### config.mk
export PLATFORM = sky130hd
export DESIGN_NAME = pss_power_save_wakeup_control
export DESIGN_NICKNAME = d
export VERILOG_FILES = /design/src/pss_pkg.sv /design/src/pss_power_save_wakeup_control.sv
export SDC_FILE = /design/constraint.sdc
export NUM_CORES = 1
export LEC_CHECK = 0
export BUFFER_PORTS_ARGS = -buffer_cell sky130_fd_sc_hd__buf_2
export CORE_ASPECT_RATIO = 0.7
export CORE_MARGIN = 1
export CORE_UTILIZATION = 55
export CTS_BUF_LIST = sky130_fd_sc_hd__clkbuf_4
export DETAILED_ROUTE_END_ITERATION = 7
export GPL_TIMING_DRIVEN = 0
export PLACE_DENSITY_LB_ADDON = 0.05
export SLEW_MARGIN = 0
export SYNTH_ARGS = -nofsm -noshare
export SYNTH_HDL_FRONTEND = slang
export SYNTH_SLANG_ARGS = --single-unit
### constraint.sdc
create_clock -name clk -period 6.4 [get_ports clk]
set_clock_uncertainty 0.1 [all_clocks]
set_input_delay 0.64 -clock clk [delete_from_list [all_inputs] [get_ports clk]]
set_output_delay 0.64 -clock clk [all_outputs]
set_load 0.005 [all_outputs]
### src/pss_pkg.sv
// Constants for the power-save and wake-up controller.
// Assumes one 125 MHz clock and an APB slave with one word per register.
`default_nettype none
package pss_pkg;
  // ----------------------------------------
  // Register map (index, byte address = 4 x index)
  // ----------------------------------------
  localparam logic [15:0] IDX_RST_STATUS = 16'h0740;
  localparam logic [15:0] IDX_OSC_CTRL   = 16'h0742;
  localparam logic [15:0] IDX_OSC_TUNE   = 16'h0744;
  localparam logic [15:0] IDX_IDLE_RUN   = 16'h0746;
  // Reset cause and power status fields
  localparam int          B_TRAP     = 15;
  localparam int          B_ILLOP    = 14;
  localparam int          B_EXT      = 7;
  localparam int          B_SW       = 6;
  localparam int          B_SW_WD    = 5;
  localparam int          B_WD_TO    = 4;
  localparam int          B_SLEEP    = 3;
  localparam int          B_IDLE     = 2;
  localparam int          B_BROWN    = 1;
  localparam int          B_PWRON    = 0;
  localparam logic [15:0] RS_RST     = 16'h0003;
  localparam logic [15:0] RS_WMASK   = 16'hE0FF;
  // Oscillator control fields
  localparam int          B_CUR_OSC  = 12;
  localparam int          B_LOCK     = 5;
  localparam int          B_CLK_FAIL = 3;
  localparam int          B_LPX_KEEP = 1;
  localparam int          TUNE_W     = 4;
  // Oscillator kinds held in the current-oscillator field
  localparam logic [1:0]  OSC_LPX    = 2'h0;
  localparam logic [1:0]  OSC_FAST   = 2'h1;
  localparam logic [1:0]  OSC_LOW_POWER_RC_CLOCK   = 2'h2;
  localparam logic [1:0]  OSC_PRI    = 2'h3;
  localparam int          PM_XTAL    = 2;
  localparam int          PM_PLL     = 3;
  // Power-save instruction operand
  localparam logic        PSV_SLEEP  = 1'b0;
  localparam logic        PSV_IDLE   = 1'b1;
  // Power mode report
  localparam logic [1:0]  MODE_RUN   = 2'h0;
  localparam logic [1:0]  MODE_IDLE  = 2'h1;
  localparam logic [1:0]  MODE_SLEEP = 2'h2;
  localparam logic [1:0]  MODE_WAKE  = 2'h3;
  // ----------------------------------------
  // Configuration words
  // ----------------------------------------
  localparam int          CFG_WORD_W = 24;
  localparam int          CFG_DATA_W = 16;
  localparam logic [2:0]  CW_OSC     = 3'h0;
  localparam logic [2:0]  CW_WD      = 3'h1;
  localparam logic [2:0]  CW_BROWN   = 3'h2;
  localparam int          CW_MON_EN  = 15;
  localparam int          CW_SW_EN   = 14;
  localparam int          CW_FAMILY  = 8;
  localparam int          CW_WD_EN   = 15;
  localparam int          CW_BRN_EN  = 7;
  // ----------------------------------------
  // Timing
  // ----------------------------------------
  localparam int          CLK_NS       = 8;
  localparam int          T_PWRON_NS   = 10000;
  localparam int          PWRON_CYC    = (T_PWRON_NS + CLK_NS - 1) / CLK_NS;
  localparam logic [15:0] PWRON_LOAD   = 16'(PWRON_CYC - 1);
  localparam int          PWRUP_CYC_DF = 16;
  localparam int          OSTRT_CYC_DF = 64;
  localparam int          LOCK_CYC_DF  = 32;
  typedef enum logic [2:0] {
    ST_RUN, ST_IDLE, ST_SLEEP, ST_PWRON, ST_PWRUP, ST_OSTRT, ST_LOCK, ST_STALL
  } pss_state_e;
endpackage : pss_pkg
`default_nettype wire

### src/pss_power_save_wakeup_control.sv
// Power-save state control, wake-up sequencing and reset status flags.
// Assumes pin and foreign-clock inputs are asynchronous; the rest is on clk.
//
// What this block does
// - Two low-power states, deep sleep and light idle, entered only by the instruction.
// - Deep sleep gates processor and peripheral clocks and stops the on-chip oscillator.
// - Fail-safe monitor off in sleep; low-power RC runs while the watchdog works.
// - Brown-out and low-voltage detection stay active in sleep when enabled.
// - Sleep ends on enabled interrupt, any reset source or watchdog time-out.
// - Sleep wake restarts the prior clock; switching lets software pick it.
// - Power-on or brown-out wake takes the oscillator from configuration fields.
// - Oscillator wake waits power-on, power-up and start-up, plus PLL lock time.
// - External clock and RC sources wake after only the power-on delay.
// - A kept low-power crystal wakes after only the power-on delay.
// - Clock dead after delays: trap and fast RC if monitored, else stall.
// - Resets wake sleep; non power-on reset sets sleep flag, power-on clears.
// - Watchdog time-out in sleep wakes and sets sleep and time-out flags.
// - Light idle stops the processor clock and each peripheral clock whose run-in-idle bit is clear.
// - Each peripheral has its own run-in-idle control bit.
// - Low-power RC keeps running in idle while failure detection is on.
// - Idle ends on enabled interrupt, any reset source or watchdog time-out.
// - Idle wake resumes at once; an interrupt wake vectors first.
// - Idle flag set on interrupt wake and non power-on reset; power-on clears.
// - Watchdog time-out in idle wakes and sets idle and time-out flags.
// - Idle wake has no start-up, lock or power-up delay.
// - Configuration words read as 24 bits with data in the low 16.
//
// The APB slave port was chosen for this implementation.
`timescale 1ns/1ps
`default_nettype none
module pss_power_save_wakeup_control #(
  parameter int N_PERIPH  = 8,
  parameter int PWRUP_CYC = pss_pkg::PWRUP_CYC_DF,
  parameter int OSTRT_CYC = pss_pkg::OSTRT_CYC_DF,
  parameter int LOCK_CYC  = pss_pkg::LOCK_CYC_DF
) (
  input  wire logic                                clk,
  input  wire logic                                rst,
  input  wire logic                                psel,
  input  wire logic                                penable,
  input  wire logic                                pwrite,
  input  wire logic [17:0]                         paddr,
  input  wire logic [31:0]                         pwdata,
  output var  logic [31:0]                         prdata,
  output var  logic                                pready,
  output var  logic                                pslverr,
  input  wire logic                                pwrsavValid,
  input  wire logic                                pwrsavOperand,
  input  wire logic                                irqWake,
  input  wire logic                                swReset,
  input  wire logic                                powerOnDet,
  input  wire logic                                brownOutDet,
  input  wire logic                                extResetPin,
  input  wire logic                                watchdogTimeout,
  input  wire logic                                oscStable,
  input  wire logic                                pllLocked,
  input  wire logic [1:0]                          cfgOscFamily,
  input  wire logic [3:0]                          cfgPrimaryMode,
  input  wire logic                                cfgFailSafeEn,
  input  wire logic                                cfgClkSwitchEn,
  input  wire logic                                cfgWatchdogEn,
  input  wire logic                                cfgBrownOutEn,
  input  wire logic                                lowVoltDetectEn,
  input  wire logic                                cfgRdReq,
  input  wire logic [2:0]                          cfgRdIdx,
  output var  logic [pss_pkg::CFG_WORD_W-1:0]      cfgRdData,
  output var  logic                                cpuClkEn,
  output var  logic [N_PERIPH-1:0]                 periphClkEn,
  output var  logic                                oscRun,
  output var  logic                                lowPowerRcRun,
  output var  logic                                failSafeActive,
  output var  logic                                brownOutActive,
  output var  logic                                lowVoltActive,
  output var  logic                                fastRcForce,
  output var  logic                                clkFailTrap,
  output var  logic                                resume,
  output var  logic                                vectorIrq,
  output var  logic [1:0]                          powerMode,
  output var  logic [pss_pkg::TUNE_W-1:0]          oscTune
);
  import pss_pkg::*;

  if (N_PERIPH < 1 || N_PERIPH > 16) begin : g_bad_np
    $error("N_PERIPH must be 1 to 16");
  end
  if (PWRUP_CYC < 1 || OSTRT_CYC < 1 || LOCK_CYC < 1 ||
      PWRUP_CYC > 65536 || OSTRT_CYC > 65536 || LOCK_CYC > 65536) begin : g_bad_cyc
    $error("delay counts must be 1 to 65536");
  end

  // ----------------------------------------
  // Input synchronisers
  // ----------------------------------------
  localparam int NS = 6;
  logic [NS-1:0] asyncIn;
  logic [NS-1:0] syncA_q;
  logic [NS-1:0] syncB_q;
  logic [NS-1:0] prevB_q;
  logic [NS-1:0] rise;
  assign asyncIn = {pllLocked, oscStable, watchdogTimeout, extResetPin, brownOutDet, powerOnDet};

  for (genvar i = 0; i < NS; i++) begin : g_sync
    always_ff @(posedge clk) begin
      syncA_q[i] <= rst ? 1'b0 : asyncIn[i];
      syncB_q[i] <= rst ? 1'b0 : syncA_q[i];
      prevB_q[i] <= rst ? 1'b0 : syncB_q[i];
    end
    assign rise[i] = syncB_q[i] & ~prevB_q[i];
  end

  // ----------------------------------------
  // Event decode
  // ----------------------------------------
  pss_state_e    state_q;
  pss_state_e    state_d;
  pss_state_e    endState;
  logic [15:0]   cnt_q;
  logic [15:0]   cnt_d;
  logic [15:0]   rs_q;
  logic [15:0]   rs_d;
  logic [1:0]    curOsc_q;
  logic [1:0]    curOsc_d;
  logic          lpxKeep_q;
  logic          lpxKept_q;
  logic          clkFail_q;
  logic          irqCause_q;
  logic [N_PERIPH-1:0] idleRun_q;
  wire           oscOk      = syncB_q[4];
  wire           pllOk      = syncB_q[5];
  wire           porEv      = rise[0];
  wire           brownEv    = rise[1] & cfgBrownOutEn & ~porEv;
  wire           extEv      = rise[2];
  wire           cfgRstEv   = porEv | brownEv;
  wire           anyRst     = cfgRstEv | extEv | swReset;
  wire           watchdogOn = cfgWatchdogEn | rs_q[B_SW_WD];
  wire           wdEv       = rise[3] & watchdogOn;
  wire           inRun      = state_q == ST_RUN;
  wire           inIdle     = state_q == ST_IDLE;
  wire           inSleep    = state_q == ST_SLEEP;
  wire           anyWake    = irqWake | anyRst | wdEv;
  wire           irqOnly    = irqWake & ~anyRst & ~wdEv;
  // Register decode, declared ahead of the status and oscillator logic
  wire           setup      = psel & ~penable;
  wire           hitSt      = paddr[17:2] == IDX_RST_STATUS;
  wire           hitOsc     = paddr[17:2] == IDX_OSC_CTRL;
  wire           hitTune    = paddr[17:2] == IDX_OSC_TUNE;
  wire           hitIdle    = paddr[17:2] == IDX_IDLE_RUN;
  wire           hit        = hitSt | hitOsc | hitTune | hitIdle;
  wire           wrAcc      = psel & penable & pwrite & pready;
  wire           wrStatus   = wrAcc & hitSt;
  wire           wrOsc      = wrAcc & hitOsc;
  wire           wrTune     = wrAcc & hitTune;
  wire           wrIdle     = wrAcc & hitIdle;
  // Power-save instruction decode
  wire           enterSleep = inRun & pwrsavValid & (pwrsavOperand == PSV_SLEEP);
  wire           enterIdle  = inRun & pwrsavValid & (pwrsavOperand == PSV_IDLE);
  wire           sleepWake  = inSleep & anyWake;
  wire           idleWake   = inIdle & anyWake;
  wire           cntZero    = cnt_q == 16'h0000;
  wire           lpxKeepNow = lpxKeep_q & (curOsc_q == OSC_LPX);
  // Crystal sources need the full delay chain unless the crystal was kept
  wire           pllUse     = (curOsc_q == OSC_PRI) & cfgPrimaryMode[PM_PLL];
  wire           needStart  = ((curOsc_q == OSC_PRI) &
                              (cfgPrimaryMode[PM_PLL] | cfgPrimaryMode[PM_XTAL])) |
                              ((curOsc_q == OSC_LPX) & ~lpxKept_q);
  wire           clkOk      = pllUse ? pllOk : (needStart ? oscOk : 1'b1);
  wire           delayDone  = ~cfgRstEv & cntZero &
                              (((state_q == ST_PWRON) & ~needStart) |
                               ((state_q == ST_OSTRT) & ~pllUse) |
                               (state_q == ST_LOCK));
  wire           trapTake   = delayDone & ~clkOk & cfgFailSafeEn;
  assign endState = (clkOk | cfgFailSafeEn) ? ST_RUN : ST_STALL;

  // ----------------------------------------
  // Power state sequencer
  // ----------------------------------------
  always_comb begin
    state_d = state_q;
    cnt_d   = cntZero ? cnt_q : cnt_q - 16'h0001;
    if (cfgRstEv) begin
      state_d = ST_PWRON;
      cnt_d   = PWRON_LOAD;
    end else begin
      case (state_q)
        ST_RUN: begin
          if (enterSleep) state_d = ST_SLEEP;
          else if (enterIdle) state_d = ST_IDLE;
        end
        ST_IDLE: begin
          if (idleWake) state_d = ST_RUN;
        end
        ST_SLEEP: begin
          if (sleepWake) begin
            state_d = ST_PWRON;
            cnt_d   = PWRON_LOAD;
          end
        end
        ST_PWRON: begin
          if (cntZero && needStart) begin
            state_d = ST_PWRUP;
            cnt_d   = 16'(PWRUP_CYC - 1);
          end else if (cntZero) begin
            state_d = endState;
          end
        end
        ST_PWRUP: begin
          if (cntZero) begin
            state_d = ST_OSTRT;
            cnt_d   = 16'(OSTRT_CYC - 1);
          end
        end
        ST_OSTRT: begin
          if (cntZero && pllUse) begin
            state_d = ST_LOCK;
            cnt_d   = 16'(LOCK_CYC - 1);
          end else if (cntZero) begin
            state_d = endState;
          end
        end
        ST_LOCK: begin
          if (cntZero) state_d = endState;
        end
        ST_STALL: begin
          if (clkOk) state_d = ST_RUN;
        end
        default: state_d = ST_RUN;
      endcase
    end
  end

  always_ff @(posedge clk) begin
    state_q <= rst ? ST_RUN : state_d;
    cnt_q   <= rst ? 16'h0000 : cnt_d;
  end

  // ----------------------------------------
  // Reset cause and power status flags
  // ----------------------------------------
  // Hardware updates follow the software write so that a set wins.
  wire setSleep = inSleep & (anyRst | wdEv | irqWake);
  wire setIdle  = inIdle & (anyRst | wdEv | irqWake);

  always_comb begin
    rs_d = rs_q;
    if (wrStatus) rs_d = pwdata[15:0] & RS_WMASK;
    if (extEv) begin
      rs_d[B_EXT]   = 1'b1;
      rs_d[B_WD_TO] = 1'b0;
    end
    if (swReset) begin
      rs_d[B_SW]    = 1'b1;
      rs_d[B_EXT]   = 1'b0;
      rs_d[B_WD_TO] = 1'b0;
    end
    if (brownEv) begin
      rs_d[B_BROWN] = 1'b1;
      rs_d[B_PWRON] = 1'b0;
    end
    if (wdEv) rs_d[B_WD_TO] = 1'b1;
    if (setSleep) rs_d[B_SLEEP] = 1'b1;
    if (setIdle) rs_d[B_IDLE] = 1'b1;
    if (porEv) rs_d = RS_RST;
  end

  // ----------------------------------------
  // Oscillator selection
  // ----------------------------------------
  always_comb begin
    curOsc_d = curOsc_q;
    if (wrOsc && cfgClkSwitchEn) curOsc_d = pwdata[B_CUR_OSC +: 2];
    if (trapTake) curOsc_d = OSC_FAST;
    if (cfgRstEv) curOsc_d = cfgOscFamily;
  end

  always_ff @(posedge clk) begin
    rs_q       <= rst ? RS_RST : rs_d;
    curOsc_q   <= rst ? OSC_FAST : curOsc_d;
    lpxKeep_q  <= rst ? 1'b0 : (wrOsc ? pwdata[B_LPX_KEEP] : lpxKeep_q);
    clkFail_q  <= rst ? 1'b0 : (trapTake | (wrOsc ? pwdata[B_CLK_FAIL] : clkFail_q));
    oscTune    <= rst ? '0 : (wrTune ? pwdata[TUNE_W-1:0] : oscTune);
    idleRun_q  <= rst ? '0 : (wrIdle ? pwdata[N_PERIPH-1:0] : idleRun_q);
    lpxKept_q  <= (rst | cfgRstEv) ? 1'b0 : (enterSleep ? lpxKeepNow : lpxKept_q);
    irqCause_q <= (rst | cfgRstEv) ? 1'b0 : (sleepWake ? irqOnly : irqCause_q);
  end

  // ----------------------------------------
  // Clock gates and wake pulses
  // ----------------------------------------
  wire runNext   = state_d == ST_RUN;
  wire idleNext  = state_d == ST_IDLE;
  wire sleepNext = state_d == ST_SLEEP;
  wire wakeNow   = runNext & ~inRun;

  for (genvar p = 0; p < N_PERIPH; p++) begin : g_periph
    always_ff @(posedge clk) begin
      periphClkEn[p] <= rst ? 1'b1 : (runNext | (idleNext & idleRun_q[p]));
    end
  end

  always_ff @(posedge clk) begin
    cpuClkEn       <= rst ? 1'b1 : runNext;
    oscRun         <= rst ? 1'b1 : (~sleepNext | lpxKeepNow);
    lowPowerRcRun  <= rst ? 1'b0 : (watchdogOn | (cfgFailSafeEn & ~sleepNext));
    failSafeActive <= rst ? 1'b0 : (cfgFailSafeEn & ~sleepNext);
    brownOutActive <= rst ? 1'b0 : cfgBrownOutEn;
    lowVoltActive  <= rst ? 1'b0 : lowVoltDetectEn;
    fastRcForce    <= (rst | cfgRstEv) ? 1'b0 : (fastRcForce | trapTake);
    clkFailTrap    <= rst ? 1'b0 : trapTake;
    resume         <= rst ? 1'b0 : wakeNow;
    vectorIrq      <= rst ? 1'b0 : (wakeNow & (inIdle ? irqOnly : irqCause_q));
    powerMode      <= rst ? MODE_RUN : (runNext ? MODE_RUN : idleNext ? MODE_IDLE :
                                        sleepNext ? MODE_SLEEP : MODE_WAKE);
  end

  // ----------------------------------------
  // Configuration word read
  // ----------------------------------------
  logic [CFG_DATA_W-1:0] cfgWord;
  always_comb begin
    cfgWord = '0;
    case (cfgRdIdx)
      CW_OSC: begin
        cfgWord[CW_MON_EN]        = cfgFailSafeEn;
        cfgWord[CW_SW_EN]         = cfgClkSwitchEn;
        cfgWord[CW_FAMILY +: 2]   = cfgOscFamily;
        cfgWord[3:0]              = cfgPrimaryMode;
      end
      CW_WD:    cfgWord[CW_WD_EN]  = cfgWatchdogEn;
      CW_BROWN: cfgWord[CW_BRN_EN] = cfgBrownOutEn;
      default:  cfgWord = '0;
    endcase
  end

  always_ff @(posedge clk) begin
    cfgRdData <= rst ? '0 : (cfgRdReq ? {8'h00, cfgWord} : cfgRdData);
  end

  // ----------------------------------------
  // APB slave, one wait-free access cycle
  // ----------------------------------------
  logic [15:0] oscView;
  logic [15:0] rdMux;
  always_comb begin
    oscView = '0;
    oscView[B_CUR_OSC +: 2] = curOsc_q;
    oscView[B_LOCK]         = pllOk;
    oscView[B_CLK_FAIL]     = clkFail_q;
    oscView[B_LPX_KEEP]     = lpxKeep_q;
    rdMux = '0;
    if (hitSt) rdMux = rs_q;
    if (hitOsc) rdMux = oscView;
    if (hitTune) rdMux[TUNE_W-1:0] = oscTune;
    if (hitIdle) rdMux[N_PERIPH-1:0] = idleRun_q;
  end

  always_ff @(posedge clk) begin
    pready  <= rst ? 1'b0 : setup;
    pslverr <= rst ? 1'b0 : (setup & ~hit);
    prdata  <= rst ? 32'h0000_0000 : (setup ? {16'h0000, rdMux} : prdata);
  end

  logic [15:0] dwell_q;
  always_ff @(posedge clk) begin
    dwell_q <= (rst || state_q != ST_PWRON) ? 16'h0000 : dwell_q + 16'h0001;
  end
endmodule : pss_power_save_wakeup_control
`default_nettype wire

# Word level (Yosys, flattened, before mapping)
# Index checks and enable logic that the tools add are counted.
# Widths: inputs -> output; s select.
[totals] inputBits=80 wordCells=234 regBits=111 output_inout_bits=82
[op_classes] n_reduce_logical=21 eq_ne=16 n_bitwise=92 n_mux=46 n_addsub=1
[ops] op="$mux 16" n=7
[ops] op="$eq 16x11->1 const B" n=4
[ops] op="$pmux 16 s4" n=1
[ops] op="$and 1x1->1" n=46
[ops] op="$mux 3" n=11
[ops] op="$or 1x1->1" n=29
[ops] op="$pmux 3 s8" n=1
[ops] op="$not 1->1" n=17
[ops] op="$logic_not 16->1" n=1
[ops] op="$mux 1" n=16
[ops] op="$mux 8" n=2
[ops] op="$sub 16x1->16 const B" n=1
[ops] op="$eq 3x2->1 const B" n=4
[ops] op="$eq 3x3->1 const B" n=4
[ops] op="$mux 11" n=1
[ops] op="$reduce_bool 2->1" n=5
[ops] op="$eq 3x1->1 const B" n=3
[ops] op="$logic_not 3->1" n=3
[ops] op="$reduce_or 3->1" n=3
[ops] op="$mux 2" n=4
[ops] op="$mux 4" n=2
[ops] op="$reduce_or 2->1" n=3
[ops] op="$reduce_bool 4->1" n=1
[ops] op="$logic_and 1x1->1" n=3
[ops] op="other kinds (4)" n=4

# Longest topological paths before layout
[depth] depth_word=17 depth_mapped=12 ltp_nobuf=12

# Worst setup path before layout
# Ideal clock, no wire load.
[synth_path] path_type="reg-to-reg" start="register cnt_q[8]" end="register periphClkEn[0]" setup_time_ns=0.115 stages_incl_launch_ff=9 n_path_buf=1 arrival_ns=2.547 slack_ns=3.638 synth_period_minus_slack_ns=2.762 required_time_ns=6.185 cell_sequence="dfxtp_1 > or4_4 > or4_4 > or3_4 > o311ai_2 > o211ai_2 > a21o_1 > buf_6 > o21a_1"
[synth_via] elab_chain_cells=8 elab_cells_between_ends=13 classes_between="1 x eq/ne; 6 x mux; 2 x bitwise; 4 x reduce/logical"
[synth_lines] item="start, declared" line_no="pss_power_save_wakeup_control.sv:117" text="logic [15:0] cnt_q;"
[synth_lines] item="start signal, assigned" line_no="pss_power_save_wakeup_control.sv:233" text="cnt_q <= rst ? 16'h0000 : cnt_d;"
[synth_lines] item="$logic_not 16->1 *" line_no="pss_power_save_wakeup_control.sv:159" text="wire cntZero = cnt_q == 16'h0000;"
[synth_lines] item="$mux 3, or another cell as far along" line_no="pss_power_save_wakeup_control.sv:202, pss_power_save_wakeup_control.sv:216, pss_power_save_wakeup_control.sv:221"
[synth_lines] item="$mux 3, on equally long branches" line_no="pss_power_save_wakeup_control.sv:213, pss_power_save_wakeup_control.sv:199"
[synth_lines] item="$pmux 3 s8 *" line_no="pss_power_save_wakeup_control.sv:184" text="case (state_q)"
[synth_lines] item="$mux 3 *" line_no="pss_power_save_wakeup_control.sv:180" text="if (cfgRstEv) begin"
[synth_lines] item="$eq 3x1->1" line_no="pss_power_save_wakeup_control.sv:290" text="wire idleNext = state_d == ST_IDLE;"
[synth_lines] item="$and 1x1->1" line_no="pss_power_save_wakeup_control.sv:296" text="periphClkEn[p] <= rst ? 1'b1 : (runNext | (idleNext & idleRun_q[p]));"
[synth_lines] item="$or 1x1->1 *" line_no="pss_power_save_wakeup_control.sv:296"
[synth_lines] item="end signal, assigned by index" line_no="pss_power_save_wakeup_control.sv:296"
[synth_lines] item="end, declared" line_no="pss_power_save_wakeup_control.sv:68" text="output var logic [N_PERIPH-1:0] periphClkEn,"
# Mark *: on every way between the ends. The rest lies on a longest branch, timed or not.
# A chain may end at the register's enable or synchronous reset.

# Final worst setup path
[layout_path] start="register cnt_q[0]" end="register vectorIrq"
[layout_via] elab_chain_cells=8 elab_cells_between_ends=12 classes_between="6 x mux; 2 x bitwise; 4 x reduce/logical"
[layout_lines] item="$logic_not 16->1 *" line_no="pss_power_save_wakeup_control.sv:159"
[layout_lines] item="$mux 3, or another cell as far along" line_no="pss_power_save_wakeup_control.sv:202, pss_power_save_wakeup_control.sv:216, pss_power_save_wakeup_control.sv:221"
[layout_lines] item="$mux 3, on equally long branches" line_no="pss_power_save_wakeup_control.sv:213, pss_power_save_wakeup_control.sv:199"
[layout_lines] item="$pmux 3 s8 *" line_no="pss_power_save_wakeup_control.sv:184"
[layout_lines] item="$mux 3 *" line_no="pss_power_save_wakeup_control.sv:180"
[layout_lines] item="$logic_not 3->1 *" line_no="pss_power_save_wakeup_control.sv:289" text="wire runNext = state_d == ST_RUN;"
[layout_lines] item="$and 1x1->1 *" line_no="pss_power_save_wakeup_control.sv:292" text="wire wakeNow = runNext & ~inRun;"
[layout_lines] item="$and 1x1->1 *" line_no="pss_power_save_wakeup_control.sv:310" text="vectorIrq <= rst ? 1'b0 : (wakeNow & (inIdle ? irqOnly : irqCause_q));"
[layout_lines] item="end signal, assigned" line_no="pss_power_save_wakeup_control.sv:310"
[layout_lines] item="end, declared" line_no="pss_power_save_wakeup_control.sv:77" text="output var logic vectorIrq,"
# Marks and branches as above.

==> flow_summary.ini <==
[status]
status = finished clean

[clocking]
post_cts_buffers = 0
holdBufCountCts = 0
cts-htree-levels = 3
cts_made_buffers = 9
clk_path_buf_depth = 2
ctsResizeCount = 0
clock_sinks = 107
ctsRootBufferMaster = clkbuf_4
clk-insertion-delay-late_ns = 0.46
clk_pin_slew_worst_paths_ns = 0.16
cts_tree = built

[route]
totalWireLength_um = 13180
drt_iter0_drc = 301
vias = 4538
drtPass1Iterations = 5
ant_nets = 0
viasPerCell = 5.441
drcViolationCount = 0
routedWlPerCell_um = 15.80

[timing]
timing.final.hold_violations = 0
worstMarginPinSlew_ns = 1.088
post-route-period-util_pct = 51.99
max_slew_margin_pct = 26.45
rsz0062_at_grt = no
min_period_ns = 3.328
setup_viol = 0
clock.fmax_ghz = 0.3005
setup_slack_ns = 3.072
setup_tns_ns = 0
drv_slew = 0

[yosys]
yosysTopAreaCell = dfxtp_1
async_reset_ff_share_pct = 0
syn_area_um2 = 4975
synth_xor_area_share_pct = 1.761
ys_seq_area_share_pct = 43.06
synthAdderAreaFrac_pct = 1.258
synth_area_leaders = dfxtp_1, mux2i_1, buf_4, nor2_1, a21oi_1
ys_ff_latch = 107
synth_cell_types = 64
yosysTopAreaCellShare_pct = 43.06
synth_compound_area_share_pct = 14.06
synth_top_family_by_area = simple AND/OR/NAND/NOR gates
syn_avg_cell_area_um2 = 8.884
synth_cells = 560
yosysWarningCount = 0
synth-main-ff-cell = dfxtp_1
yosys.area_share.simple_pct = 23.11
synth_edf_count = 0
muxShareOfSynthArea_pct = 8.249

[setup_path]
path_class = reg -> reg
critPathLaunchType = register
crit_arrival_ns = 3.64
cp_max_fo = 8
worstSetupEndpointType = register
cp.required_ns = 6.71

[global_route]
top_usage_layer = met2
grt_use_met1_pct = 39.19
grt_pass1_wl_um = 19950
antenna_found_initial = 0
grt_pass1_vias = 3970
grt_max_degree = 19
grt.total_usage_pct = 28.28
gr-total-overflow = 0
use_met3_pct = 6.421
grt_util_met2_pct = 44.73

[cells_and_area]
layout.nets = 794
design_area_um2 = 5922
stdcell_count = 834
areaGrowthSynthToFinish_pct = 19.04
drive_gt1_share_pct = 24.51
antennaDiodeCount = 0
final_cell_mix = dfxtp_1, buf_2, nor2_1
final_common_cell = dfxtp_1

[pwr]
switching_share_pct = 38.98
power_frac_comb_pct = 44.1
cellPowerDensity_nw_per_um2 = 361.0
p_int_mw = 1.304
clkPwrFrac_pct = 16.7
switching_power_mw = 0.8333
seq_power_share_pct = 39.2
fin_total_pwr_mw = 2.138
leakagePower_nw = 2.549
ir_drop_uv = 239.5

[min_path]
hold_path.class = in -> reg

[floorplanning]
io_pins = 162
std_cell_rows = 28
core_um2 = 8618
die-area_um2 = 9435
initial_utilization_pct = 57.72
die_y_um = 81.57
die_x_um = 115.7

[place]
post-dp-hpwl_um = 10320
dpl_cell_area_um2 = 5773
gp_congestion = 0.9081
pre_cts_slack_ns = 3.191
io_buffers = 104
placed_cells_incl_taps = 818

[run]
maxCapViolations = 0
-- per-stage QoR --
stage               util (%)  hold WS [ns]
finish                 68.71        0.2729
global placement       66.99        0.3191
CTS                    68.71        0.2307
global route           68.71        0.2394
detailed placement     66.99        0.3247
floorplan                  -        0.3138
-- flip-flops by register name (all words and copies together) (netlist names), 2 cells and up --
register,count
cnt_q,16
prdata,12
rs_q,11
cfgRdData,9
idleRun_q,8
periphClkEn,8
syncA_q,6
oscTune,4
prevB_q,4
syncB_q,4
state_q,3
curOsc_q,2
powerMode,2
-- metal layers --
metal,vias up,share of wire (%)
met3,17,8.9
li1,2188,-
met5,-,0
met4,0,1.4
met1,2121,47
met2,212,43
-- path summary, 6_finish.rpt --
check / depth (start not counted) / slack [ns] / startpoint / endpoint
max: 9 / 3.07 / cnt_q[0]$_SDFF_PP0_ / vectorIrq$_SDFF_PP0_
min: 2 / 0.27 / swReset / rs_q[7]$_SDFFE_PP0P_
max reg2reg: 9 / 3.07 / cnt_q[0]$_SDFF_PP0_ / vectorIrq$_SDFF_PP0_
min reg2reg: 1 / 0.35 / syncA_q[4]$_SDFF_PP0_ / oscOk$_SDFF_PP0_
-- synth_stat cells (2+ instances only) --
cell and n:
o22ai_1 2, nor2b_1 29, o31ai_1 2, mux2_2 4, o21a_1 14, mux4_2 2
nand2b_1 9, nand4b_1 3, ha_1 5, or4_4 2, nor4_1 4, nor2_1 63
and2_1 3, or4_1 3, nor4bb_1 2, buf_4 35, inv_1 13, o211ai_1 4
nor4b_1 3, a211oi_1 6, nor3_1 15, nor3b_1 4, a21o_1 4, nand2_1 35
mux2i_1 32, xnor2_1 9, clkbuf_1 20, nand4_1 5, dfxtp_1 107, nand3_1 14
and4_1 4, or3_1 8, and3_1 4, a31oi_1 5, o21ai_0 9, a22o_1 5
buf_1 3, o2111ai_1 2, a21oi_1 41, buf_2 2
-- kinds of logic after synthesis --
family                     Yosys count
other                                1
and+or+nand+nor                    218
buffers and inverters               74
AOI/OAI and AO/OA                  107
adders and majority gates            5
xor gates and xnor gates            10
muxes                               38
DFF                                107
-- final cells by class --
class	instances	area [um2]
sequential	107	2142
fill	727	2696
timing repair buffer	104	520.5
inverter	13	48.80
buffer	61	370.4
clock buffer	10	75.07
multi-input combinational	413	2541
clock inverter	6	73.82
tap	120	150.1
-- critical path: stages, from the launching register on --
cell       delay [ns]
dfxtp_1          0.36
inv_1            0.07
ha_1             0.16
nor3b_1          0.48
nand4b_1         0.38
nor2_1           0.57
a2111oi_0        0.24
o221ai_1         0.42
and2_4           0.27
and4_2           0.24
-- power groups by stage --
| stage | logic [mW] | registers, mW | clock network (mW) |
|---|---|---|---|
| floorplan | 0.680 | 0.844 | 0 |
| global placement | 0.914 | 0.845 | 0 |
| detailed placement | 0.922 | 0.850 | 0 |
| CTS | 0.928 | 0.837 | 0.368 |
| global route | 1.03 | 0.850 | 0.388 |
| finish | 0.943 | 0.838 | 0.356 |
(Power assumes the default switching activity.)
